<file path="src/hw/fid_map.svh">
// Purpose: Offsets, field positions, reset values and timing counts
// Assumes: APB byte addresses, pclk period of 8 ns
// Notes:   Included by the core only
`ifndef FID_MAP_SVH
`define FID_MAP_SVH

// ---------------------------------------------------------------
// Register offsets
// ---------------------------------------------------------------
`define FID_OFS_PROT    8'h00
`define FID_OFS_STATUS  8'h04

// ---------------------------------------------------------------
// Field positions and reset values
// ---------------------------------------------------------------
`define FID_PROT_BP_LSB  0
`define FID_PROT_CMP     3
`define FID_PROT_RESET   4'h0
`define FID_ST_BUSY      0
`define FID_ST_WEL       1
`define FID_ST_PM_LSB    2

// ---------------------------------------------------------------
// Timing
// ---------------------------------------------------------------
`define FID_CLK_NS          8
`define FID_T_SLEEP_NS      3000
`define FID_T_WAKE_NS       3000
`define FID_T_WAKE_ID_NS    8000
`define FID_T_ERASE_MS      40
`define FID_SLEEP_CYC       (`FID_T_SLEEP_NS / `FID_CLK_NS)
`define FID_WAKE_CYC        (`FID_T_WAKE_NS / `FID_CLK_NS)
`define FID_WAKE_ID_CYC     (`FID_T_WAKE_ID_NS / `FID_CLK_NS)
`define FID_ERASE_CYC       (`FID_T_ERASE_MS * 1000000 / `FID_CLK_NS)
`define FID_ADDR_BITS       24
`define FID_DUMMY_BITS      24

`endif

</file>
<file path="src/hw/fid_pkg.sv">
// Purpose: Types shared by the identification and erase core
// Assumes: Nothing
// Notes:   Opcodes are fixed serial flash encodings
package fid_pkg;

	typedef enum logic [7:0]
	{
		OP_WRITE_UNLOCK = 8'h06,
		OP_ERASE_A      = 8'h60,
		OP_ERASE_B      = 8'hc7,
		OP_DEEP_SLEEP   = 8'hb9,
		OP_WAKE_AND_ID  = 8'hab,
		OP_ID_SINGLE    = 8'h90,
		OP_ID_DUAL      = 8'h92,
		OP_ID_QUAD      = 8'h94,
		OP_FULL_ID      = 8'h9f
	} fid_op_t;

	typedef enum logic [2:0]
	{
		ST_IDLE  = 3'b000,
		ST_CMD   = 3'b001,
		ST_ADDR  = 3'b010,
		ST_DUMMY = 3'b011,
		ST_OUT   = 3'b100,
		ST_END   = 3'b101,
		ST_DROP  = 3'b110
	} fid_ser_t;

	typedef enum logic [1:0]
	{
		PM_ACTIVE = 2'b00,
		PM_ENTER  = 2'b01,
		PM_SLEEP  = 2'b10,
		PM_WAKE   = 2'b11
	} fid_pm_t;

endpackage

</file>
<file path="src/hw/fid_sync.sv">
// Purpose: Two-stage synchroniser for pin inputs
// Assumes: Inputs asynchronous to pclk
// Notes:   First stage feeds only the second
`timescale 1ns/1ns
`default_nettype none

module fid_sync
(
	input  wire logic       pclk,
	input  wire logic       presetn,
	input  wire logic [5:0] din,
	output logic      [5:0] dout
);

	logic [5:0] meta;

	always_ff @(posedge pclk or negedge presetn)
	begin
		if (!presetn)
		begin
			meta <= 6'h01;
			dout <= 6'h01;
		end
		else
		begin
			meta <= din;
			dout <= meta;
		end
	end

endmodule // fid_sync

`default_nettype wire

</file>
<file path="src/hw/fid_timer.sv">
// Purpose: Self-timed delay counter
// Assumes: Load value of at least one
// Notes:   Done pulses one cycle when the count expires
`timescale 1ns/1ns
`default_nettype none

module fid_timer
(
	input  wire logic        pclk,
	input  wire logic        presetn,
	input  wire logic        start,
	input  wire logic [31:0] load,
	output logic             done
);

	logic [31:0] cnt;
	logic [31:0] next_cnt;
	logic        next_done;

	always_comb
	begin
		next_cnt  = cnt;
		next_done = 1'b0;
		if (start)
			next_cnt = load;
		else if (cnt != 32'h0)
		begin
			next_cnt  = cnt - 32'h1;
			next_done = (cnt == 32'h1);
		end
	end

	always_ff @(posedge pclk or negedge presetn)
	begin
		if (!presetn)
		begin
			cnt  <= 32'h0;
			done <= 1'b0;
		end
		else
		begin
			cnt  <= next_cnt;
			done <= next_done;
		end
	end

endmodule // fid_timer

`default_nettype wire

</file>
<file path="src/hw/fid_core.sv">
// Purpose: Serial flash erase, deep sleep and identification commands
// Assumes: Pins sampled by pclk; sclk far slower than pclk
// Notes:   Protect bits come from APB; status readable over APB
//
// The APB register port and the register addresses are this design's own decisions.
`timescale 1ns/1ns
`default_nettype none
`include "fid_map.svh"

// Summary of operation
// - Full erase accepts opcode 60h or c7h, opcode only.
// - Full erase needs the write enable latch set beforehand.
// - Select must rise right after the eighth opcode bit, else discarded.
// - Valid erase sets busy until timer ends; latch clears at start.
// - Erase only with protect bits all 0/comp 0 or all 1/comp 1.
// - Deep sleep ignores all commands except the wake command.
// - Sleep opcode alone; sleep entered after a delay following select rise.
// - Sleep command refused while busy; running cycle unaffected.
// - Plain deselect gives standby, never deep sleep.
// - Reset (power-up) always comes up awake.
// - Bare wake opcode leaves deep sleep after the wake delay.
// - Wake opcode plus three dummy bytes repeats the device byte.
// - Wake with ID readout from sleep uses the longer wake delay.
// - Wake command ignored while busy.
// - 90h with address bit0 0: maker then device, else reversed.
// - 92h behaves the same over two lines.
// - 94h behaves the same over four lines.
// - 9fh shifts out maker, memory type, capacity bytes.
// - 9fh not decoded while busy.
// - Select rise ends any readout and returns to standby.
module fid_core
#(
	parameter logic [31:0] ERASE_CYCLES = 32'(`FID_ERASE_CYC),
	parameter logic [7:0]  MAKER_ID     = 8'h5a, // Arbitrary value
	parameter logic [7:0]  MEM_TYPE     = 8'h3c, // Arbitrary value
	parameter logic [7:0]  CAPACITY     = 8'h18, // Arbitrary value
	parameter logic [7:0]  DEVICE_ID    = 8'h17  // Arbitrary value
)
(
	input  wire logic        pclk,
	input  wire logic        presetn,
	input  wire logic        psel,
	input  wire logic        penable,
	input  wire logic        pwrite,
	input  wire logic [7:0]  paddr,
	input  wire logic [31:0] pwdata,
	input  wire logic [3:0]  pstrb,
	output logic      [31:0] prdata,
	output logic             pready,
	output logic             pslverr,
	input  wire logic        cs_n,
	input  wire logic        sclk,
	input  wire logic [3:0]  io_in,
	output logic      [3:0]  io_out,
	output logic      [3:0]  io_oe
);

	// ---------------------------------------------------------------
	// Helpers
	// ---------------------------------------------------------------
	function automatic logic [23:0] shift_in(logic [23:0] v, logic [3:0] io,
		logic [2:0] w);
		unique case (w)
			3'd1:    shift_in = {v[22:0], io[0]};
			3'd2:    shift_in = {v[21:0], io[1:0]};
			default: shift_in = {v[19:0], io};
		endcase
	endfunction

	function automatic logic [3:0] lane_oe(logic [2:0] w);
		unique case (w)
			3'd1:    lane_oe = 4'h2;
			3'd2:    lane_oe = 4'h3;
			default: lane_oe = 4'hf;
		endcase
	endfunction

	// ---------------------------------------------------------------
	// Pin sampling
	// ---------------------------------------------------------------
	logic [5:0] pins;
	logic       cs_q;
	logic       sclk_q;

	fid_sync u_sync
	(
		.pclk    (pclk),
		.presetn (presetn),
		.din     ({io_in, sclk, cs_n}),
		.dout    (pins)
	);

	always_ff @(posedge pclk or negedge presetn)
	begin
		if (!presetn)
		begin
			cs_q   <= 1'b1;
			sclk_q <= 1'b0;
		end
		else
		begin
			cs_q   <= pins[0];
			sclk_q <= pins[1];
		end
	end

	logic       cs_fall;
	logic       cs_rise;
	logic       sck_rise;
	logic       sck_fall;
	logic [3:0] io_s;

	assign io_s     = pins[5:2];
	assign cs_fall  = cs_q & ~pins[0];
	assign cs_rise  = ~cs_q & pins[0];
	assign sck_rise = ~pins[0] & ~sclk_q & pins[1];
	assign sck_fall = ~pins[0] & sclk_q & ~pins[1];

	// ---------------------------------------------------------------
	// Serial command engine
	// ---------------------------------------------------------------
	fid_pkg::fid_ser_t st;
	fid_pkg::fid_ser_t next_st;
	fid_pkg::fid_pm_t  pm;
	logic [7:0]  cmd,   next_cmd;
	logic [4:0]  bitcnt, next_bitcnt;
	logic [2:0]  lanes, next_lanes;
	logic [23:0] addr,  next_addr;
	logic [23:0] sr,    next_sr;
	logic [23:0] pat,   next_pat;
	logic [4:0]  plen,  next_plen;
	logic [4:0]  ocnt,  next_ocnt;
	logic [3:0]  next_io_out;
	logic [3:0]  next_io_oe;
	logic        busy;
	logic        allowed;
	logic [23:0] cur;
	logic        go_erase;
	logic        go_unlock;
	logic        go_sleep;
	logic        go_wake;
	logic        go_wake_id;

	always_comb
	begin
		next_st     = st;
		next_cmd    = cmd;
		next_bitcnt = bitcnt;
		next_lanes  = lanes;
		next_addr   = addr;
		next_sr     = sr;
		next_pat    = pat;
		next_plen   = plen;
		next_ocnt   = ocnt;
		next_io_out = io_out;
		next_io_oe  = io_oe;
		allowed     = 1'b0;
		cur         = (ocnt == 5'd0) ? pat : sr;
		if (cs_rise)
		begin
			next_st    = fid_pkg::ST_IDLE;
			next_io_oe = 4'h0;
		end
		else if (cs_fall)
		begin
			next_st     = fid_pkg::ST_CMD;
			next_bitcnt = 5'd0;
			next_lanes  = 3'd1;
		end
		else if (sck_rise)
		begin
			unique case (st)
				fid_pkg::ST_CMD:
				begin
					next_cmd    = 8'(shift_in({16'h0, cmd}, io_s, 3'd1));
					next_bitcnt = bitcnt + 5'd1;
					// Sleep admits only the wake opcode; busy admits none
					allowed = !busy && (pm == fid_pkg::PM_ACTIVE
						|| (pm == fid_pkg::PM_SLEEP
						&& next_cmd == fid_pkg::OP_WAKE_AND_ID));
					if (bitcnt == 5'd7)
					begin
						next_bitcnt = 5'd0;
						next_st     = fid_pkg::ST_DROP;
						next_ocnt   = 5'd0;
						if (allowed)
						begin
							unique case (next_cmd)
								fid_pkg::OP_WRITE_UNLOCK, fid_pkg::OP_ERASE_A,
								fid_pkg::OP_ERASE_B, fid_pkg::OP_DEEP_SLEEP:
									next_st = fid_pkg::ST_END;
								fid_pkg::OP_WAKE_AND_ID:
									next_st = fid_pkg::ST_DUMMY;
								fid_pkg::OP_ID_SINGLE:
									next_st = fid_pkg::ST_ADDR;
								fid_pkg::OP_ID_DUAL:
								begin
									next_st    = fid_pkg::ST_ADDR;
									next_lanes = 3'd2;
								end
								fid_pkg::OP_ID_QUAD:
								begin
									next_st    = fid_pkg::ST_ADDR;
									next_lanes = 3'd4;
								end
								fid_pkg::OP_FULL_ID:
								begin
									next_st   = fid_pkg::ST_OUT;
									next_pat  = {MAKER_ID, MEM_TYPE, CAPACITY};
									next_plen = 5'd24;
								end
								default:
									next_st = fid_pkg::ST_DROP;
							endcase
						end
					end
				end
				fid_pkg::ST_ADDR:
				begin
					next_addr   = shift_in(addr, io_s, lanes);
					next_bitcnt = bitcnt + 5'(lanes);
					if (next_bitcnt == 5'(`FID_ADDR_BITS))
					begin
						next_st   = fid_pkg::ST_OUT;
						next_plen = 5'd16;
						next_pat  = next_addr[0] ? {DEVICE_ID, MAKER_ID, 8'h00}
							: {MAKER_ID, DEVICE_ID, 8'h00};
					end
				end
				fid_pkg::ST_DUMMY:
				begin
					next_bitcnt = bitcnt + 5'd1;
					if (next_bitcnt == 5'(`FID_DUMMY_BITS))
					begin
						next_st   = fid_pkg::ST_OUT;
						next_plen = 5'd8;
						next_pat  = {DEVICE_ID, 16'h0000};
					end
				end
				fid_pkg::ST_END:
					next_st = fid_pkg::ST_DROP;
				default:
					next_st = st;
			endcase
		end
		else if (sck_fall && st == fid_pkg::ST_OUT)
		begin
			// Pattern repeats while select stays low
			unique case (lanes)
				3'd1:    next_io_out = {2'b00, cur[23], 1'b0};
				3'd2:    next_io_out = {2'b00, cur[23:22]};
				default: next_io_out = cur[23:20];
			endcase
			next_io_oe = lane_oe(lanes);
			next_sr    = cur << lanes;
			next_ocnt  = ((ocnt == 5'd0) ? plen : ocnt) - 5'(lanes);
		end
	end

	always_ff @(posedge pclk or negedge presetn)
	begin
		if (!presetn)
		begin
			st     <= fid_pkg::ST_IDLE;
			cmd    <= 8'h00;
			bitcnt <= 5'd0;
			lanes  <= 3'd1;
			addr   <= 24'h0;
			sr     <= 24'h0;
			pat    <= 24'h0;
			plen   <= 5'd8;
			ocnt   <= 5'd0;
			io_out <= 4'h0;
			io_oe  <= 4'h0;
		end
		else
		begin
			st     <= next_st;
			cmd    <= next_cmd;
			bitcnt <= next_bitcnt;
			lanes  <= next_lanes;
			addr   <= next_addr;
			sr     <= next_sr;
			pat    <= next_pat;
			plen   <= next_plen;
			ocnt   <= next_ocnt;
			io_out <= next_io_out;
			io_oe  <= next_io_oe;
		end
	end

	assign go_erase   = cs_rise && st == fid_pkg::ST_END
		&& (cmd == fid_pkg::OP_ERASE_A || cmd == fid_pkg::OP_ERASE_B);
	assign go_unlock  = cs_rise && st == fid_pkg::ST_END && cmd == fid_pkg::OP_WRITE_UNLOCK;
	assign go_sleep   = cs_rise && st == fid_pkg::ST_END && cmd == fid_pkg::OP_DEEP_SLEEP;
	assign go_wake    = cs_rise && st == fid_pkg::ST_DUMMY && bitcnt == 5'd0
		&& cmd == fid_pkg::OP_WAKE_AND_ID;
	assign go_wake_id = cs_rise && st != fid_pkg::ST_CMD && !go_wake
		&& cmd == fid_pkg::OP_WAKE_AND_ID && st != fid_pkg::ST_DROP;

	// ---------------------------------------------------------------
	// Erase, latch and power state
	// ---------------------------------------------------------------
	logic [3:0]  prot;
	logic        write_enable_latch,  next_wel;
	logic        next_busy;
	fid_pkg::fid_pm_t next_pm;
	logic        tstart;
	logic [31:0] tload;
	logic        tdone;
	logic        prot_ok;

	assign prot_ok = (prot[2:0] == 3'b000 && !prot[`FID_PROT_CMP])
		|| (prot[2:0] == 3'b111 && prot[`FID_PROT_CMP]);

	fid_timer u_timer
	(
		.pclk    (pclk),
		.presetn (presetn),
		.start   (tstart),
		.load    (tload),
		.done    (tdone)
	);

	always_comb
	begin
		next_wel  = write_enable_latch;
		next_busy = busy;
		next_pm   = pm;
		tstart    = 1'b0;
		tload     = ERASE_CYCLES;
		if (tdone)
		begin
			next_busy = 1'b0;
			if (pm == fid_pkg::PM_ENTER)
				next_pm = fid_pkg::PM_SLEEP;
			else if (pm == fid_pkg::PM_WAKE)
				next_pm = fid_pkg::PM_ACTIVE;
		end
		else if (go_unlock)
			next_wel = 1'b1;
		else if (go_erase && write_enable_latch && prot_ok)
		begin
			next_busy = 1'b1;
			next_wel  = 1'b0;
			tstart    = 1'b1;
		end
		else if (go_sleep)
		begin
			next_pm = fid_pkg::PM_ENTER;
			tstart  = 1'b1;
			tload   = 32'(`FID_SLEEP_CYC);
		end
		else if ((go_wake || go_wake_id) && pm == fid_pkg::PM_SLEEP)
		begin
			next_pm = fid_pkg::PM_WAKE;
			tstart  = 1'b1;
			tload   = go_wake ? 32'(`FID_WAKE_CYC) : 32'(`FID_WAKE_ID_CYC);
		end
	end

	always_ff @(posedge pclk or negedge presetn)
	begin
		if (!presetn)
		begin
			write_enable_latch  <= 1'b0;
			busy <= 1'b0;
			pm   <= fid_pkg::PM_ACTIVE;
		end
		else
		begin
			write_enable_latch  <= next_wel;
			busy <= next_busy;
			pm   <= next_pm;
		end
	end

	// ---------------------------------------------------------------
	// APB slave
	// ---------------------------------------------------------------
	logic [3:0]  next_prot;
	logic        next_pready;
	logic [31:0] next_prdata;
	logic        next_pslverr;

	always_comb
	begin
		next_prot    = prot;
		next_pready  = psel && penable && !pready;
		next_prdata  = prdata;
		next_pslverr = pslverr;
		if (next_pready)
		begin
			next_prdata  = 32'h0;
			next_pslverr = 1'b0;
			unique case (paddr)
				`FID_OFS_PROT:   next_prdata[3:0] = prot;
				`FID_OFS_STATUS: next_prdata[3:0] = {pm, write_enable_latch, busy};
				default:         next_pslverr = 1'b1;
			endcase
		end
		if (psel && penable && pready && pwrite && pstrb[0] && paddr == `FID_OFS_PROT)
			next_prot = pwdata[3:0];
	end

	always_ff @(posedge pclk or negedge presetn)
	begin
		if (!presetn)
		begin
			prot    <= `FID_PROT_RESET;
			pready  <= 1'b0;
			prdata  <= 32'h0;
			pslverr <= 1'b0;
		end
		else
		begin
			prot    <= next_prot;
			pready  <= next_pready;
			prdata  <= next_prdata;
			pslverr <= next_pslverr;
		end
	end
endmodule // fid_core

`default_nettype wire

</file>
<file path="config.mk">
export PLATFORM = sky130hd
export DESIGN_NAME = fid_core
export DESIGN_NICKNAME = d
export VERILOG_FILES = /design/src/hw/fid_pkg.sv /design/src/hw/fid_sync.sv /design/src/hw/fid_timer.sv /design/src/hw/fid_core.sv
export VERILOG_INCLUDE_DIRS = /design/src /design/src/hw
export SDC_FILE = /design/constraint.sdc
export NUM_CORES = 1
export LEC_CHECK = 0
export CAP_MARGIN = 20
export CORE_MARGIN = 8
export CORE_UTILIZATION = 60
export DETAILED_ROUTE_END_ITERATION = 8
export DONT_BUFFER_PORTS = 1
export GPL_ROUTABILITY_DRIVEN = 0
export HOLD_SLACK_MARGIN = 0.1
export PLACE_DENSITY = 0.75
export SETUP_SLACK_MARGIN = 0.4
export SLEW_MARGIN = 20
export SYNTH_ARGS = -nofsm -noshare
export SYNTH_HDL_FRONTEND = slang
export SYNTH_SLANG_ARGS = --single-unit
</file>
<file path="constraint.sdc">
create_clock -name pclk -period 5.7 [get_ports pclk]
set_input_delay 0 -clock pclk [delete_from_list [all_inputs] [get_ports pclk]]
set_output_delay 0 -clock pclk [all_outputs]
set_load 0.02 [all_outputs]
</file>
==> impl_metrics.yaml <==
global_routing:
  grt_pass1_vias: 5829
  grt_overflow: 0
  grt_max_degree: 121
  track_usage_pct: 22.7
  grt_pass1_wl_um: 29800
  antenna_found_initial: 0
sta:
  fin_worst_skew_ns: 0.00991
  fmax_ghz: 0.264
  slew_headroom_pct: 36.2
  whs_ns: 0.127
  fin_crit_ns: 3.78
  worst_pin_slew_ns: 0.951
  hold_viol: 0
  grt_setup_unrepaired: "false"
  tns_ns: 0
  finalSetupViolCount: 0
  min_period_over_period_pct: 66.4
  slew_violations: 0
floorplanning:
  start_util_pct: 61.5
  die_x_um: 127
  pin_count: 97
  core_area_um2: 12100
  rows: 40
  dieArea_um2: 16200
  fp.dieH_um: 127
outcome:
  status: "finished, final reports clean"
placed_design:
  dp_hpwl_um: 12000
  portBuffers: 0
  dpl_cell_area_um2: 7380
synth:
  ys_warn_count: 0
  ys_top_cells_by_count: "115 x dfrtp_1, 76 x nand2_1, 60 x nor2_1, 58 x o21ai_0, 39 x clkbuf_1"
  yosysUniqueCellTypes: 75
  synthMuxAreaShare_pct: 9.27
  synth_seq_area_share_pct: 40.5
  synthXorXnorAreaFrac_pct: 3.42
  synth_most_common_cell: "dfrtp_1"
  async_flop_share_pct: 100
  synth-edff-count: 0
  synth_top_cell_area_share_pct: 38.8
  ys_seq_elements: 120
  syn_avg_cell_area_um2: 9.25
  syn_area_um2: 7420
  synth_top_family_by_area: "simple AND/OR/NAND/NOR gates"
  synth_fa_ha_area_share_pct: 2.56
  syn_inst: 802
  synth-compound-area-share_pct: 16.3
  synthFlopType: "dfrtp_1"
  synthSimpleGateAreaFrac_pct: 21.0
  synth_area_leader_cell: "dfrtp_1"
  yosys-top-cells-area: "dfrtp_1 39%, o21ai_0 3.9%, nand2_1 3.8%"
cts:
  cts_resized: 0
  postCtsSetupBuffers: 0
  clockRootBuffer: "clkbuf_16"
  cts_tree: "yes"
  clock_path_buffers: 2
  cts_buffers: 17
  clk_pin_slew_ns: 0.05
  htreeDepth: 4
  worstSkewPairLatency_ns: 0.42
  cts_sinks: 120
detailed_routing:
  vias: 6196
  drc: 0
  finalWirelength_um: 17900
  post_drt_wl_per_cell_um: 18.3
  vias_per_cell: 6.32
  first_iter_violations: 706
  drt-pass1-iter-count: 7
  ant_nets: 0
critical_path:
  worst-setup-path-type: "flop to flop"
  crit_path_max_incr_delay_ns: 1.02
  cp.required_ns: 6.00
  slowest_stage: "dfstp_2"
  crit_chain: "ha_1 > inv_1 > fa_1 > and3b_1 > nand3_1 > nor4b_1 > nor2_1 > o31ai_1 > mux2_2"
  reg2reg_setup_slack_ns: 1.92
  cp-end-kind: "flop"
  cp-start-kind: "flop"
  worst_ep_arrival_time_ns: 4.08
  cp_max_fo: 31
power:
  ir_worst_vdd_uv: 200
  leakage_nw: 3.74
  p_seq_share_pct: 37.6
  p_int_w: 0.00197
  p_sw_share_pct: 30.0
  clkPwrFrac_pct: 40.3
  total_power_w: 0.00282
  comb_power_share_pct: 22.2
  power-per-cell-area_nw_per_um2: 343
  power.switching_w: 0.000844
layout:
  synthToLayoutAreaGrowth_pct: 10.7
  final_net_count: 869
  diodes: 0
  final_area_um2: 8220
  drive_gt1_share_pct: 10.8
  final_util_pct: 68.1
hold_path:
  min_path_type: "input pin to flop"
run:
  maxCapViolCount: 0
-- critical path, delay by kind of cell (launching register included) --
kind | cells | cell delay, ns
AO/OA/AOI/OAI | 1 | 0.53
flip-flops | 1 | 1.02
adder cells (fa/ha/maj) | 2 | 0.80
AND/OR/NAND/NOR | 4 | 0.83
multiplexers | 1 | 0.40
buffers and inverters | 1 | 0.06
-- repair_timing --
action / in CTS / in global routing
endpoints found under the hold margin: 133 / 0
hold buffers: 20 / 0
setup endpoints to repair: 0 / 0
-- area by class of cell --
| cell class | count | area, µm² |
|---|---|---|
| Timing Repair Buffer | 25 | 255 |
| Fill cell | 909 | 3840 |
| Sequential cell | 120 | 3010 |
| Inverter | 30 | 113 |
| Clock buffer | 24 | 482 |
| Clock inverter | 8 | 143 |
| Tap cell | 168 | 210 |
| Multi-Input combinational cell | 606 | 4010 |
-- through the flow --
stage	setup slack, ns	std cells
2_1_floorplan	2.84	829
3_3_place_gp	2.05	929
3_5_place_dp	2.00	929
4_1_cts	1.96	981
5_1_grt	1.78	981
6_report	1.92	981
-- routing by layer --
metal	part of all wire [%]	up-vias	wire length [µm]	GRT usage, %
met2	46	280	8220	34.3
met4	1.8	0	318	7.98
li1	-	2857	-	-
met3	7.2	38	1290	6.07
met1	45	3021	8110	30.9
met5	0	-	0	0
-- cells in the final DEF (no fill, tap or decap), types with 11 or more instances in the layout --
| cell type | synthesis | layout |
|---|---|---|
| nand3_1 | 22 | 22 |
| o211ai_1 | 11 | 11 |
| ha_1 | 12 | 12 |
| nor3_1 | 31 | 31 |
| and3_1 | 11 | 11 |
| mux2i_1 | 26 | 26 |
| conb_1 | 1 | 28 |
| mux2_2 | 18 | 18 |
| inv_1 | 29 | 29 |
| xnor2_1 | 21 | 21 |
| dfrtp_1 | 115 | 115 |
| clkbuf_16 | 0 | 17 |
| a21oi_1 | 26 | 26 |
| nor2_1 | 60 | 60 |
| nand2_1 | 76 | 76 |
| o21ai_0 | 58 | 58 |
| dlygate4sd3_1 | 0 | 19 |
-- worst paths after layout --
path	startpoint	to	depth (start not counted)
min reg2reg	u_sync.meta[2]$_DFF_PN0_	u_sync.dout[2]$_DFF_PN0_	0
max reg2reg	lanes[0]$_DFFE_PN1P_	st[0]$_DFFE_PN0P_	9
min in group asynchronous	presetn	pready$_DFF_PN0_	2
min	cs_n	u_sync.meta[0]$_DFF_PN1_	1
max in group asynchronous	presetn	u_sync.meta[0]$_DFF_PN1_	2
max	lanes[0]$_DFFE_PN1P_	st[0]$_DFFE_PN0P_	9
-- logic make-up (layout without fill, tap and decap cells) --
logic type,after synthesis,in the layout
simple gates,298,298
compound gates,183,183
flops,120,120
buf+inv,103,87
mux,54,54
xor+xnor,29,29
fa+ha+maj,14,14
other cells,1,28
-- power by group through the flow --
stage | logic (W) | clock network, W | registers [W]
after floorplan | 0.000506 | 0 | 0.00102
after global placement | 0.000562 | 0 | 0.00106
after detailed placement | 0.000582 | 0 | 0.00107
after CTS | 0.000614 | 0.00115 | 0.00105
after global routing | 0.000684 | 0.00119 | 0.00107
final | 0.000624 | 0.00113 | 0.00106
-- sequential cells by signal (all words and copies together), names as in the netlist, 4 cells and up --
| signal | flops |
|---|---|
| io_out | 4 |
| ocnt | 5 |
| sr | 24 |
| u_timer.cnt | 32 |
| bitcnt | 5 |
| prdata | 4 |
| cmd | 8 |
| prot | 4 |
| pat | 9 |
Note: power is estimated with default switching activity, not from simulation.
